### config.mk
export PLATFORM = sky130hd
export DESIGN_NAME = standby_halt_release_control
export DESIGN_NICKNAME = d
export VERILOG_FILES = /design/src/rtl/standby_pkg.sv /design/src/rtl/wake_if.sv /design/src/rtl/carry_timer.sv /design/src/rtl/key_wake_sync.sv /design/src/rtl/standby_halt_release_control.sv
export SDC_FILE = /design/constraint.sdc
export NUM_CORES = 1
export LEC_CHECK = 0
export BUFFER_PORTS_ARGS = -buffer_cell sky130_fd_sc_hd__buf_2
export CORE_MARGIN = 2
export CORE_UTILIZATION = 45
export CTS_CLUSTER_SIZE = 25
export DETAILED_ROUTE_END_ITERATION = 10
export GPL_TIMING_DRIVEN = 0
export PLACE_DENSITY = 0.67
export SYNTH_ARGS = -nofsm -noshare
export SYNTH_HDL_FRONTEND = slang
export SYNTH_SLANG_ARGS = --single-unit
### constraint.sdc
create_clock -name ref_clk -period 2.4 [get_ports ref_clk]
set_input_delay 0.6 -clock ref_clk [delete_from_list [all_inputs] [get_ports ref_clk]]
set_output_delay 0.6 -clock ref_clk [all_outputs]
set_load 0.005 [all_outputs]
### src/rtl/standby_pkg.sv
// constants for the standby and halt release controller
// assumes a 10 MHz reference clock and a 4-bit register port
package standby_pkg;

  // reference clock and periodic carry timing
  localparam int unsigned REF_CLK_HZ       = 10_000_000;
  localparam int unsigned CARRY_PERIOD_MS  = 125;
  localparam int unsigned CARRY_CYCLES     = REF_CLK_HZ / 1000 * CARRY_PERIOD_MS;

  // halt operand bit positions
  localparam int unsigned OP_W             = 4;
  localparam int unsigned OP_KEY           = 0;
  localparam int unsigned OP_TIMER         = 1;
  localparam int unsigned OP_UNUSED        = 2;
  localparam int unsigned OP_INT           = 3;

  // pin counts
  localparam int unsigned KEY_PINS         = 4;
  localparam int unsigned INT_SOURCES      = 3;

  // register port
  localparam int unsigned ADDR_W           = 4;
  localparam int unsigned DATA_W           = 4;
  localparam logic [3:0]  CE_STATUS_ADDR   = 4'h0;
  localparam logic [3:0]  CONTROL_ADDR     = 4'h1;
  localparam logic [3:0]  CARRY_ADDR       = 4'h2;
  localparam logic [3:0]  STANDBY_ADDR     = 4'h3;
  localparam logic [3:0]  WAKE_CAUSE_ADDR  = 4'h4;

  // field positions
  localparam int unsigned CE_LEVEL_BIT     = 0;
  localparam int unsigned LOW_SPEED_BIT    = 0;
  localparam int unsigned CARRY_BIT        = 0;
  localparam int unsigned HALTED_BIT       = 0;
  localparam int unsigned OSC_ON_BIT       = 1;
  localparam int unsigned SLOW_BIT         = 2;

  // reset values
  localparam logic        LOW_SPEED_RST    = 1'b0;
  localparam logic [3:0]  OPERAND_RST      = 4'h0;

  typedef enum logic [1:0] {
    run_st,
    halt_st,
    stop_st
  } standby_state_e;

endpackage : standby_pkg

### src/rtl/wake_if.sv
// carrier between the controller and its wake source helpers
// assumes one clock shared by all parties
`timescale 1ns/1ns
interface wake_if;
  logic [standby_pkg::KEY_PINS-1:0] key_level;
  logic                             carry_set;
  logic                             run;

  modport key_src   (output key_level);
  modport timer_src (input run, output carry_set);
  modport core      (input key_level, input carry_set, output run);
endinterface : wake_if

### src/rtl/carry_timer.sv
// periodic carry generator for the basic timer
// assumes run is low only while the oscillator is stopped
`timescale 1ns/1ns
module carry_timer #(
  parameter int unsigned CYCLES = standby_pkg::CARRY_CYCLES
)
(
  // clock and reset
  input  wire logic ref_clk,
  input  wire logic rst,
  // run enable in, carry pulse out
  wake_if.timer_src w
);

  localparam int unsigned CNT_W = (CYCLES > 1) ? $clog2(CYCLES) : 1;
  localparam logic [CNT_W-1:0] LAST = CNT_W'(CYCLES - 1);

  logic [CNT_W-1:0] cnt_q;
  logic             set_q;

  // free count, stops with the oscillator
  always_ff @(posedge ref_clk)
  begin
    if (rst)
    begin
      cnt_q <= '0;
      set_q <= 1'b0;
    end
    else if (w.run)
    begin
      cnt_q <= (cnt_q == LAST) ? '0 : cnt_q + 1'b1;
      set_q <= (cnt_q == LAST);
    end
    else
    begin
      set_q <= 1'b0;
    end
  end

  assign w.carry_set = set_q;
endmodule : carry_timer

### src/rtl/key_wake_sync.sv
// two-stage synchroniser for the key input wake levels
// assumes key pins already carry their pull-downs outside
`timescale 1ns/1ns
module key_wake_sync
(
  // clock and reset
  input  wire logic                             ref_clk,
  input  wire logic                             rst,
  // key pins
  input  wire logic [standby_pkg::KEY_PINS-1:0] key_in,
  // synchronised levels
  wake_if.key_src                               w
);

  logic [standby_pkg::KEY_PINS-1:0] meta_q;
  logic [standby_pkg::KEY_PINS-1:0] sync_q;

  // first stage feeds only the second
  always_ff @(posedge ref_clk)
  begin
    if (rst)
    begin
      meta_q <= '0;
      sync_q <= '0;
    end
    else
    begin
      meta_q <= key_in;
      sync_q <= meta_q;
    end
  end

  assign w.key_level = sync_q;

endmodule : key_wake_sync

### src/rtl/standby_halt_release_control.sv
// halt, clock stop and low-speed control for a small cpu core
// assumes one 10 MHz clock, pulses from the cpu core, flags from the interrupt unit
`timescale 1ns/1ns
module standby_halt_release_control #(
  parameter int unsigned CARRY_CYCLES = standby_pkg::CARRY_CYCLES
)
(
  // clock and reset
  input  wire logic                                ref_clk,
  input  wire logic                                rst,
  // cpu core
  input  wire logic                                halt_exec,
  input  wire logic [standby_pkg::OP_W-1:0]        halt_operand,
  input  wire logic                                stop_exec,
  output logic                                     cpu_clk_en,
  output logic                                     cpu_halted,
  output logic                                     resume_next,
  output logic                                     vector_take,
  output logic                                     ce_reset_seq,
  // clocks
  output logic                                     osc_enable,
  output logic                                     periph_clk_en,
  // pins and flags
  input  wire logic [standby_pkg::KEY_PINS-1:0]    key_input_pin,
  input  wire logic                                ce_pin,
  input  wire logic                                ce_reset_req,
  input  wire logic [standby_pkg::INT_SOURCES-1:0] irq_flag,
  input  wire logic [standby_pkg::INT_SOURCES-1:0] interrupt_enable_flag,
  input  wire logic                                global_interrupt_on,
  output logic                                     periodic_timer_carry_flag,
  // register port
  input  wire logic [standby_pkg::ADDR_W-1:0]      reg_addr,
  input  wire logic [standby_pkg::DATA_W-1:0]      reg_wdata,
  input  wire logic                                reg_wr,
  input  wire logic                                reg_rd,
  output logic [standby_pkg::DATA_W-1:0]           reg_rdata
);

  wake_if w ();

  standby_pkg::standby_state_e      state_q;
  logic [standby_pkg::OP_W-1:0]     op_q;
  logic [standby_pkg::OP_W-1:0]     cause_q;
  logic [standby_pkg::OP_W-1:0]     cond;
  logic [standby_pkg::OP_W-1:0]     hit_now;
  logic [standby_pkg::OP_W-1:0]     hit_new;
  logic [standby_pkg::OP_W-1:0]     hits;
  logic [standby_pkg::DATA_W-1:0]   rdata_d;
  logic [standby_pkg::DATA_W-1:0]   rdata_q;
  logic                             carry_q;
  logic                             low_speed_q;
  logic                             ce_level_q;
  logic                             div_q;
  logic                             resume_q;
  logic                             vector_q;
  logic                             ce_seq_q;
  logic                             int_pending;
  logic                             wake;
  logic                             halted;
  logic                             running;
  logic                             enter_req;
  logic                             leave_halt;
  logic                             skip_halt;
  logic                             go;
  logic                             vec;

  key_wake_sync u_key_sync (
    .ref_clk (ref_clk),
    .rst     (rst),
    .key_in  (key_input_pin),
    .w       (w.key_src)
  );

  carry_timer #(
    .CYCLES (CARRY_CYCLES)
  ) u_carry_timer (
    .ref_clk (ref_clk),
    .rst     (rst),
    .w       (w.timer_src)
  );

  // release conditions
  assign int_pending = |(irq_flag & interrupt_enable_flag);
  always_comb
  begin
    cond                         = '0;
    cond[standby_pkg::OP_KEY]    = |w.key_level;
    cond[standby_pkg::OP_TIMER]  = w.carry_set;
    cond[standby_pkg::OP_UNUSED] = 1'b0;
    cond[standby_pkg::OP_INT]    = int_pending;
  end

  assign hit_now    = cond & op_q;
  assign hit_new    = cond & halt_operand;
  assign wake       = |hit_now;
  assign halted     = (state_q == standby_pkg::halt_st);
  assign running    = (state_q == standby_pkg::run_st);
  assign enter_req  = running && halt_exec && !stop_exec && !ce_reset_req;
  assign leave_halt = halted && wake && !ce_reset_req;
  assign skip_halt  = enter_req && (|hit_new);
  assign go         = leave_halt || skip_halt;
  assign hits       = leave_halt ? hit_now : hit_new;
  assign vec        = go && hits[standby_pkg::OP_INT] && global_interrupt_on;

  // standby state
  always_ff @(posedge ref_clk)
  begin
    if (rst)
    begin
      state_q <= standby_pkg::run_st;
    end
    else
    begin
      case (state_q)
        standby_pkg::run_st:
        begin
          if (stop_exec && !ce_reset_req)
          begin
            state_q <= standby_pkg::stop_st;
          end
          else if (enter_req && !(|hit_new))
          begin
            state_q <= standby_pkg::halt_st;
          end
        end
        standby_pkg::halt_st:
        begin
          if (ce_reset_req || wake)
          begin
            state_q <= standby_pkg::run_st;
          end
        end
        standby_pkg::stop_st:
        begin
          if (ce_reset_req)
          begin
            state_q <= standby_pkg::run_st;
          end
        end
        default:
        begin
          state_q <= standby_pkg::run_st;
        end
      endcase
    end
  end

  // operand capture
  always_ff @(posedge ref_clk)
  begin
    if (rst)
    begin
      op_q <= standby_pkg::OPERAND_RST;
    end
    else if (enter_req)
    begin
      op_q <= halt_operand;
    end
  end

  // exit pulses and cause of last release
  always_ff @(posedge ref_clk)
  begin
    if (rst)
    begin
      resume_q <= 1'b0;
      vector_q <= 1'b0;
      ce_seq_q <= 1'b0;
      cause_q  <= '0;
    end
    else
    begin
      resume_q <= go && !vec;
      vector_q <= vec;
      ce_seq_q <= ce_reset_req;
      if (go)
      begin
        cause_q <= hits;
      end
    end
  end

  // carry flag, set wins over clear
  always_ff @(posedge ref_clk)
  begin
    if (rst)
    begin
      carry_q <= 1'b0;
    end
    else if (w.carry_set)
    begin
      carry_q <= 1'b1;
    end
    else if (reg_wr && reg_addr == standby_pkg::CARRY_ADDR && reg_wdata[standby_pkg::CARRY_BIT])
    begin
      carry_q <= 1'b0;
    end
  end

  // control register and low-speed divider
  always_ff @(posedge ref_clk)
  begin
    if (rst)
    begin
      low_speed_q <= standby_pkg::LOW_SPEED_RST;
      div_q       <= 1'b0;
    end
    else
    begin
      if (reg_wr && reg_addr == standby_pkg::CONTROL_ADDR)
      begin
        low_speed_q <= reg_wdata[standby_pkg::LOW_SPEED_BIT];
      end
      div_q <= !div_q;
    end
  end

  // chip-enable level sample
  always_ff @(posedge ref_clk)
  begin
    if (rst)
    begin
      ce_level_q <= 1'b0;
    end
    else
    begin
      ce_level_q <= ce_pin;
    end
  end

  // register read
  always_comb
  begin
    rdata_d = '0;
    case (reg_addr)
      standby_pkg::CE_STATUS_ADDR:  rdata_d[standby_pkg::CE_LEVEL_BIT]  = ce_level_q;
      standby_pkg::CONTROL_ADDR:    rdata_d[standby_pkg::LOW_SPEED_BIT] = low_speed_q;
      standby_pkg::CARRY_ADDR:      rdata_d[standby_pkg::CARRY_BIT]     = carry_q;
      standby_pkg::STANDBY_ADDR:
      begin
        rdata_d[standby_pkg::HALTED_BIT] = halted;
        rdata_d[standby_pkg::OSC_ON_BIT] = osc_enable;
        rdata_d[standby_pkg::SLOW_BIT]   = low_speed_q;
      end
      standby_pkg::WAKE_CAUSE_ADDR: rdata_d = cause_q;
      default:                      rdata_d = '0;
    endcase
  end

  always_ff @(posedge ref_clk)
  begin
    if (rst)
    begin
      rdata_q <= '0;
    end
    else
    begin
      rdata_q <= reg_rd ? rdata_d : '0;
    end
  end

  // outputs
  assign osc_enable                = (state_q != standby_pkg::stop_st);
  assign periph_clk_en             = osc_enable;
  assign w.run                     = osc_enable;
  assign cpu_clk_en                = running && (!low_speed_q || div_q);
  assign cpu_halted                = halted;
  assign resume_next               = resume_q;
  assign vector_take               = vector_q;
  assign ce_reset_seq              = ce_seq_q;
  assign periodic_timer_carry_flag = carry_q;
  assign reg_rdata                 = rdata_q;
endmodule : standby_halt_release_control

==> impl_metrics.ini, run 1 <==
[critical_path]
end_kind = flop
cp_max_fo = 7
worstPathArrival_ps = 2480
crit_path_top_delay_cell = a222oi_1
cp_cell_sequence = buf_2 -> a222oi_1 -> o211ai_2 -> a32oi_4 -> mux2_2
crit_type = primary input to flop
max_stage_delay_ps = 860
worstSetupStartpointType = primary input
required_ps = 2590

[status]
status = completed

[yosys]
synthTopCellsByArea = dfxtp_1 44%, nor2b_1 4.5%, a21oi_1 4.3%
netlist_area_um2 = 2220
synth_nets = 273
syn_inst = 241
ys_ff_latch = 49
ys_seq_area_frac = 0.442
synth_top_area_cell = dfxtp_1
synth-edff-count = 0
async_flop_share = 0
yosys_warnings = 0
synth.avg_cell_area_um2 = 9.21
ys.flop_type = dfxtp_1
synth_cell_types = 46
synth_top_area_frac = 0.442

[cells_and_area]
multi_input_area_um2 = 1170
final_cell_mix = 49 x dfxtp_1, 39 x buf_2, 19 x a21oi_1
fillers = 487
final_area_um2 = 2580
mostFrequentLayoutCell = dfxtp_1
drive_gt1_frac = 0.192
n_antenna_cell = 0
seqCellArea_um2 = 981
syn2layout_area_growth_pct = 16.2
nets = 318

[global_routing]
busiest_layer = met2
grt_pass1_wl_um = 7690
grt_use_met2 = 0.268
grt.total_usage = 0.180
grt_pass1_vias = 1666
grt-ovfl-total = 0
grt_max_degree = 15
grt_util_met1 = 0.260
met3_usage = 0.0447
antenna_found_initial = 0

[placed_design]
io_buffers = 38
dp_slack_ps = -183
dpl-instance-area_um2 = 2490
place_congestion = 0.872
dp_hpwl_um = 3500

[timing]
fmax_mhz = 437
setup-violations-final = 0
slew_headroom = 0.338
finalMaxSlewViolations = 0
setup_ws_ps = 113
rsz0062_at_grt = false
finalCritPeriodShare = 0.953
final_hold_viol_count = 0
worst_slew_pin_slew_ps = 993
min_period_ps = 2290
clock-skew-final_ps = 5.18
fin_hold_ws_ps = 413
fin_tns_setup_ps = 0

[floorplanning]
die_w_um = 74.2
core-area_um2 = 4750
die_area_um2 = 5510
rows = 25
top_level_ports = 43
start_util = 0.467
die_y_um = 74.2

[clock_tree]
cts_tree = built
cts_hold_buf = 0
insertion_delay_ps = 300
cts_max_level = 2
post_cts_buffers = 0
clock-sinks = 49
numCtsBuffers = 5
cts-root-buf = clkbuf_8
clk_path_buf_depth = 2
clk_pin_slew_worst_paths_ps = 90

[min_path]
min_path_type = flop to flop

[power_and_ir_drop]
p_sw_uw = 345
fin_total_pwr_uw = 1440
p_leak_uw = 0.000958
switching_share = 0.240
power_frac_seq = 0.587
ir_worst_vdd_mv = 0.217
power_density_nw_per_um2 = 557
p_int_uw = 1090
p_comb_frac = 0.087
clkPwrFrac = 0.326

[drt]
vias = 1947
ant_nets = 0
routed_wl_um = 4780
drt_iter0_drc = 141
drc = 0
dr.pass1.iters = 4
vias_per_cell = 5.50
wl_per_cell_um = 13.5

[job]
max_cap_violations = 0
synth_stat cells, types with 2 or more instances:
master	n
nor4bb_1	2
dfxtp_1	49
mux2_2	3
nor4_1	3
nand2_1	15
xnor2_1	2
nor4b_1	2
a211oi_1	3
mux2_1	2
and3_1	3
clkbuf_1	9
nor2_1	18
inv_1	5
mux2i_1	7
a21oi_1	19
o21ai_0	3
o2111ai_1	3
and4_1	3
nand4b_1	2
nand3_1	10
and2_1	3
o41ai_1	2
nor2b_1	16
nand4_1	8
xor2_1	4
o31ai_1	12
nor3_1	3
or4_1	12
final timing paths:
path | from | to | slack [ps] | depth (start not counted)
max | irq_flag[0] | cause_q[1]$_SDFFE_PP0P_ | 110 | 5
min reg2reg | div_q$_SDFF_PP0_ | div_q$_SDFF_PP0_ | 410 | 1
max reg2reg | u_key_sync.w.key_level[1]$_SDFF_PP0_ | cause_q[1]$_SDFFE_PP0P_ | 340 | 4
min | div_q$_SDFF_PP0_ | div_q$_SDFF_PP0_ | 410 | 1
flip-flops by register name, indices dropped and copies added, names as in the netlist:
name,count
u_carry_timer.cnt_q,21
reg_rdata,4
u_key_sync.meta_q,4
u_key_sync.w.key_level,4
cause_q,3
op_q,3
state_q,2
ce_level_q,1
ce_reset_seq,1
div_q,1
low_speed_q,1
periodic_timer_carry_flag,1
resume_next,1
u_carry_timer.w.carry_set,1
vector_take,1
power groups by stage:
stage / clock network, uW / registers [uW] / logic [uW]
floorplan: 0 / 860 / 74.8
global placement: 0 / 861 / 124
finish: 468 / 843 / 125
CTS: 486 / 843 / 126
global route: 516 / 846 / 139
detailed placement: 0 / 862 / 125
final cells by class:
class	count	area share
Tap cell	67	0.0325
Sequential cell	49	0.380
Inverter	6	0.00873
Clock inverter	2	0.00388
Buffer	12	0.0194
Clock buffer	6	0.0281
Multi-Input combinational cell	174	0.453
Timing Repair Buffer	38	0.0738
metrics by stage:
stage                     utilization  cells
after floorplan                     -    241
after global placement          0.524    346
after detailed placement        0.524    346
after CTS                       0.542    354
after global routing            0.542    354
final                           0.542    354
per-layer routing:
layer,vias to the layer above,wire (um),share of wire
met3,7,208,0.044
met5,-,0,0
li1,996,-,-
met1,899,2480,0.52
met2,45,2040,0.43
met4,0,49,0.010
what timing repair did:
| action | in CTS | in global routing |
|---|---|---|
| setup endpoints to repair | 0 | 1 |
| gates resized for setup | 0 | 1 |
| hold endpoints to repair | 0 | 0 |
logic make-up (layout without fill, tap and decap cells):
family | count (synthesis) | after routing | share of synthesized area
flip-flops | 49 | 49 | 0.442
adder cells (fa/ha/maj) | 1 | 1 | 0.00564
XOR/XNOR | 6 | 6 | 0.0237
buffers and inverters | 18 | 64 | 0.0327
AND/OR/NAND/NOR | 104 | 104 | 0.275
AO/OA/AOI/OAI | 51 | 51 | 0.165
multiplexers | 12 | 12 | 0.0569
worst max-delay path: cells and delay by family:
kind / cells / cell delay (ps)
buf+inv: 1 / 90
mux: 1 / 370
compound gates: 3 / 1410
No activity file was read; power rests on OpenSTA's default activity.
==> run 2, diff against run 1 <==
ABC_AREA = 1   (was unset)
CAP_MARGIN = 10   (was unset)
RECOVER_POWER = 100   (was unset)
==> impl_metrics.ini, run 2 <==
[status]
status = completed

[global_routing]
grt_pass1_vias = 1895
antenna_found_initial = 0
grt.total_usage = 0.176
grt-ovfl-total = 0
grt_max_degree = 16
grt_pass1_wl_um = 7680

[placed_design]
dp_slack_ps = 650
io_buffers = 37
dp_hpwl_um = 3510
place_congestion = 0.815
dpl-instance-area_um2 = 2570
place_inst = 428

[min_path]
min_path_type = flop to flop

[yosys]
async_flop_share = 0
synth_top_area_cell = dfxtp_1
ys.flop_type = dfxtp_1
syn_inst = 321
synth-edff-count = 0
synth_nets = 353
synthTopCellsByCount = 68 x nand2_1, 56 x nor2_1, 49 x dfxtp_1, 43 x inv_1, 18 x a21oi_1
synth_top_area_frac = 0.427
ys_seq_area_frac = 0.427
synthTopCellsByArea = dfxtp_1 43%, nand2_1 11%, nor2_1 9.2%
yosys_warnings = 0
netlist_area_um2 = 2300
synth_most_common_cell = nand2_1
synth.avg_cell_area_um2 = 7.16
ys_ff_latch = 49
synth_cell_types = 30

[timing]
setup-violations-final = 0
setup_ws_ps = 498
final_hold_viol_count = 0
slew_headroom = 0.648
clock-skew-final_ps = 6.11
fin_tns_setup_ps = 0
rsz0062_at_grt = false
worst_slew_pin_slew_ps = 523
finalMaxSlewViolations = 0
fmax_mhz = 526
finalCritPeriodShare = 0.793
fin_hold_ws_ps = 400
min_period_ps = 1900

[cells_and_area]
n_antenna_cell = 0
nets = 397
fin_cells = 436
final_area_um2 = 2630
final_cell_mix = 70 x nand2_1, 59 x nor2_1, 49 x dfxtp_1
mostFrequentLayoutCell = nand2_1
largest_register = u_carry_timer.cnt_q
largest_reg_flops = 21
drive_gt1_frac = 0.156
syn2layout_area_growth_pct = 14.5

[drt]
dr.pass1.iters = 4
drc = 0
ant_nets = 0
wl_per_cell_um = 10.6
drt_iter0_drc = 80
routed_wl_um = 4610
vias_per_cell = 4.69
vias = 2044

[clock_tree]
cts_max_level = 2
numCtsBuffers = 5
clk_pin_slew_worst_paths_ps = 90
post_cts_buffers = 0
clock-sinks = 49
cts_tree = built
cts_resized = 0
clk_path_buf_depth = 2
cts_hold_buf = 0
cts-root-buf = clkbuf_8
insertion_delay_ps = 300

[floorplanning]
die_y_um = 75.5
rows = 26
top_level_ports = 43
die_area_um2 = 5690
start_util = 0.459
core-area_um2 = 5010
die_w_um = 75.5

[critical_path]
required_ps = 1800
worstPathArrival_ps = 1300
end_kind = output pin
crit_type = flop to output pin
cp_max_fo = 7
worstSetupStartpointType = flop

[job]
max_cap_violations = 0

[power_and_ir_drop]
power_density_nw_per_um2 = 595
ir_worst_vdd_mv = 0.371
p_leak_uw = 0.00112
[run 2: final cells by class]
cell class              instances  area [um^2]
well taps                      70         87.6
clock inverters                 2         37.5
plain buffers                   5         26.3
clock buffers                   6         82.6
fillers                       516         2380
repair buffers                 37          175
flip-flops and latches         49          981
inverters                      47          176
multi-input cells             220         1060
[run 2: logic make-up (layout without fill, tap and decap cells)]
logic type,after synthesis,count (layout),synth area share
adders and majority gates,1,1,0.00545
AOI/OAI and AO/OA,30,30,0.0714
xor gates and xnor gates,3,3,0.0114
DFF,49,49,0.427
buffers and inverters,52,97,0.0882
and+or+nand+nor,186,186,0.397
[run 2: where the power goes]
part	total (uW)	internal (uW)	switching [uW]
Combinational	110	43.5	67.0
Sequential	843	832	11.3
Clock	610	339	271
[run 2: final timing paths]
| path | startpoint | to | slack [ps] | cells past startpoint |
|---|---|---|---|---|
| setup / recovery | state_q[0]$_SDFFE_PP0P_ | periph_clk_en | 500 | 4 |
| hold / removal | u_key_sync.meta_q[3]$_SDFF_PP0_ | u_key_sync.w.key_level[3]$_SDFF_PP0_ | 400 | 2 |
| setup reg to reg | state_q[0]$_SDFFE_PP0P_ | u_carry_timer.cnt_q[16]$_SDFFE_PP0N_ | 670 | 9 |
| hold reg to reg | u_key_sync.meta_q[3]$_SDFF_PP0_ | u_key_sync.w.key_level[3]$_SDFF_PP0_ | 400 | 2 |
[run 2: per-stage QoR]
| stage | power [uW] | util |
|---|---|---|
| final | 1560 | 0.525 |
| after global routing | 1630 | 0.525 |
| after CTS | 1590 | 0.537 |
| after detailed placement | 979 | 0.513 |
| after global placement | 978 | 0.513 |
| after floorplan | 931 | - |
[run 2: layer usage]
layer,global-route usage,up-vias,part of all wire,routed length (um)
li1,-,1099,-,-
met1,0.197,900,0.48,2220
met2,0.329,39,0.46,2140
met3,0.0384,6,0.043,200
met4,0.0604,0,0.012,55
met5,0,-,0,0
[run 2: worst max-delay path, cell delays in order (launching register included)]
cell and delay, ps:
dfxtp_1 400, inv_1 90, nand2_1 230, clkbuf_4 190, buf_2 100
==> run 3, diff against run 2 <==
PLACE_DENSITY = 0.69   (was 0.67)
clock period = 1.7 ns   (was 2.4 ns; I/O delays follow)
==> impl_metrics.ini, run 3 (synthesis gave the netlist of run 2 again) <==
[timing]
rsz0062_at_grt = false
finalCritPeriodShare = 0.919
worst_slew_pin_slew_ps = 548
fmax_mhz = 640
slew_headroom = 0.631
final_hold_viol_count = 0
setup-violations-final = 0
finalMaxSlewViolations = 0
clock-skew-final_ps = 6.23
fin_tns_setup_ps = 0
min_period_ps = 1560

[critical_path]
cp_max_fo = 7
required_ps = 1270
end_kind = output pin
rrSetupSlack_ps = 190
worstSetupStartpointType = flop
worstPathArrival_ps = 1140
crit_type = flop to output pin

[clock_tree]
cts_max_level = 2
insertion_delay_ps = 300
clock-sinks = 49
cts-root-buf = clkbuf_8
post_cts_buffers = 0
clk_pin_slew_worst_paths_ps = 90
numCtsBuffers = 5
cts_tree = built
clk_path_buf_depth = 2

[global_routing]
grt_pass1_wl_um = 7760
grt_max_degree = 16
grt_util_met1 = 0.192
grt_use_met2 = 0.345
grt-ovfl-total = 0
met3_usage = 0.0370
antenna_found_initial = 0
grt_pass1_vias = 1893
grt.total_usage = 0.179
busiest_layer = met2

[drt]
dr.pass1.iters = 4
routed_wl_um = 4750
wl_per_cell_um = 10.9
ant_nets = 0
drt_iter0_drc = 64
vias = 2066
drc = 0
vias_per_cell = 4.74

[cells_and_area]
fin_cells = 436
final_cell_mix = 68 x nand2_1, 58 x nor2_1, 48 x dfxtp_1
mostFrequentLayoutCell = nand2_1
n_antenna_cell = 0
drive_gt1_frac = 0.180
largest_reg_flops = 21
syn2layout_area_growth_pct = 16.9
largest_register = u_carry_timer.cnt_q
nets = 397
fillers = 529

[floorplanning]
die_area_um2 = 5690
rows = 26
die_w_um = 75.5
start_util = 0.459
core-area_um2 = 5010
top_level_ports = 43
die_y_um = 75.5

[power_and_ir_drop]
p_leak_uw = 0.00113
power_density_nw_per_um2 = 867
ir_worst_vdd_mv = 0.425

[placed_design]
place_congestion = 0.834
dp_hpwl_um = 3620
place_inst = 428
io_buffers = 37

[min_path]
min_path_type = primary input to flop

[job]
max_cap_violations = 0

[status]
status = completed
[run 3: path summary, 6_finish.rpt]
kind / cells past startpoint / to / startpoint
hold reg to reg: 2 / u_key_sync.w.key_level[2]$_SDFF_PP0_ / u_key_sync.meta_q[2]$_SDFF_PP0_
setup / recovery: 4 / periph_clk_en / state_q[0]$_SDFFE_PP0P_
hold / removal: 3 / u_key_sync.meta_q[1]$_SDFF_PP0_ / key_input_pin[1]
setup reg to reg: 7 / u_carry_timer.cnt_q[11]$_SDFFE_PP0N_ / u_carry_timer.cnt_q[1]$_SDFFE_PP0N_
[run 3: through the flow]
step	hold WS (ps)	setup slack (ps)	area [um^2]	total power, uW	utilization
floorplan	388	304	2300	1310	-
global placement	391	142	2570	1380	0.513
detailed placement	393	92.9	2570	1380	0.513
CTS	306	93.3	2700	2360	0.540
global route	313	23.2	2690	2430	0.536
finish	317	137	2690	2330	0.536
[run 3: critical path: stages, from the launching register on]
cell,delay (ps)
dfxtp_1,410
inv_2,80
nand2_4,110
clkbuf_4,140
buf_2,100
[run 3: metal layers]
metal	vias to the layer above	routed length, um
met5	-	0
met4	0	51
li1	1101	-
met3	7	222
met1	915	2180
met2	43	2290
[run 3: what timing repair did]
item / CTS / global route
setup endpoints to repair: 0 / 4
hold buffers: 0 / 0
resized for setup: 0 / 3
[run 3: cell type report]
class                      instances  area, um^2  share of cell area
multi-input combinational        220        1110               0.412
sequential                        49         982               0.366
inverter                          47         176              0.0657
timing repair buffer              37         175              0.0652
tap                               70        87.6              0.0326
clock buffer                       5        68.8              0.0256
clock inverter                     3        65.1              0.0242
buffer                             5        23.8             0.00885
[run 3: where the power goes]
| part | internal [uW] | leakage (uW) | switching (uW) |
|---|---|---|---|
| Sequential | 1180 | 0.000399 | 20.3 |
| Clock | 584 | 0.0000681 | 383 |
| Combinational | 66.3 | 0.000661 | 97.3 |
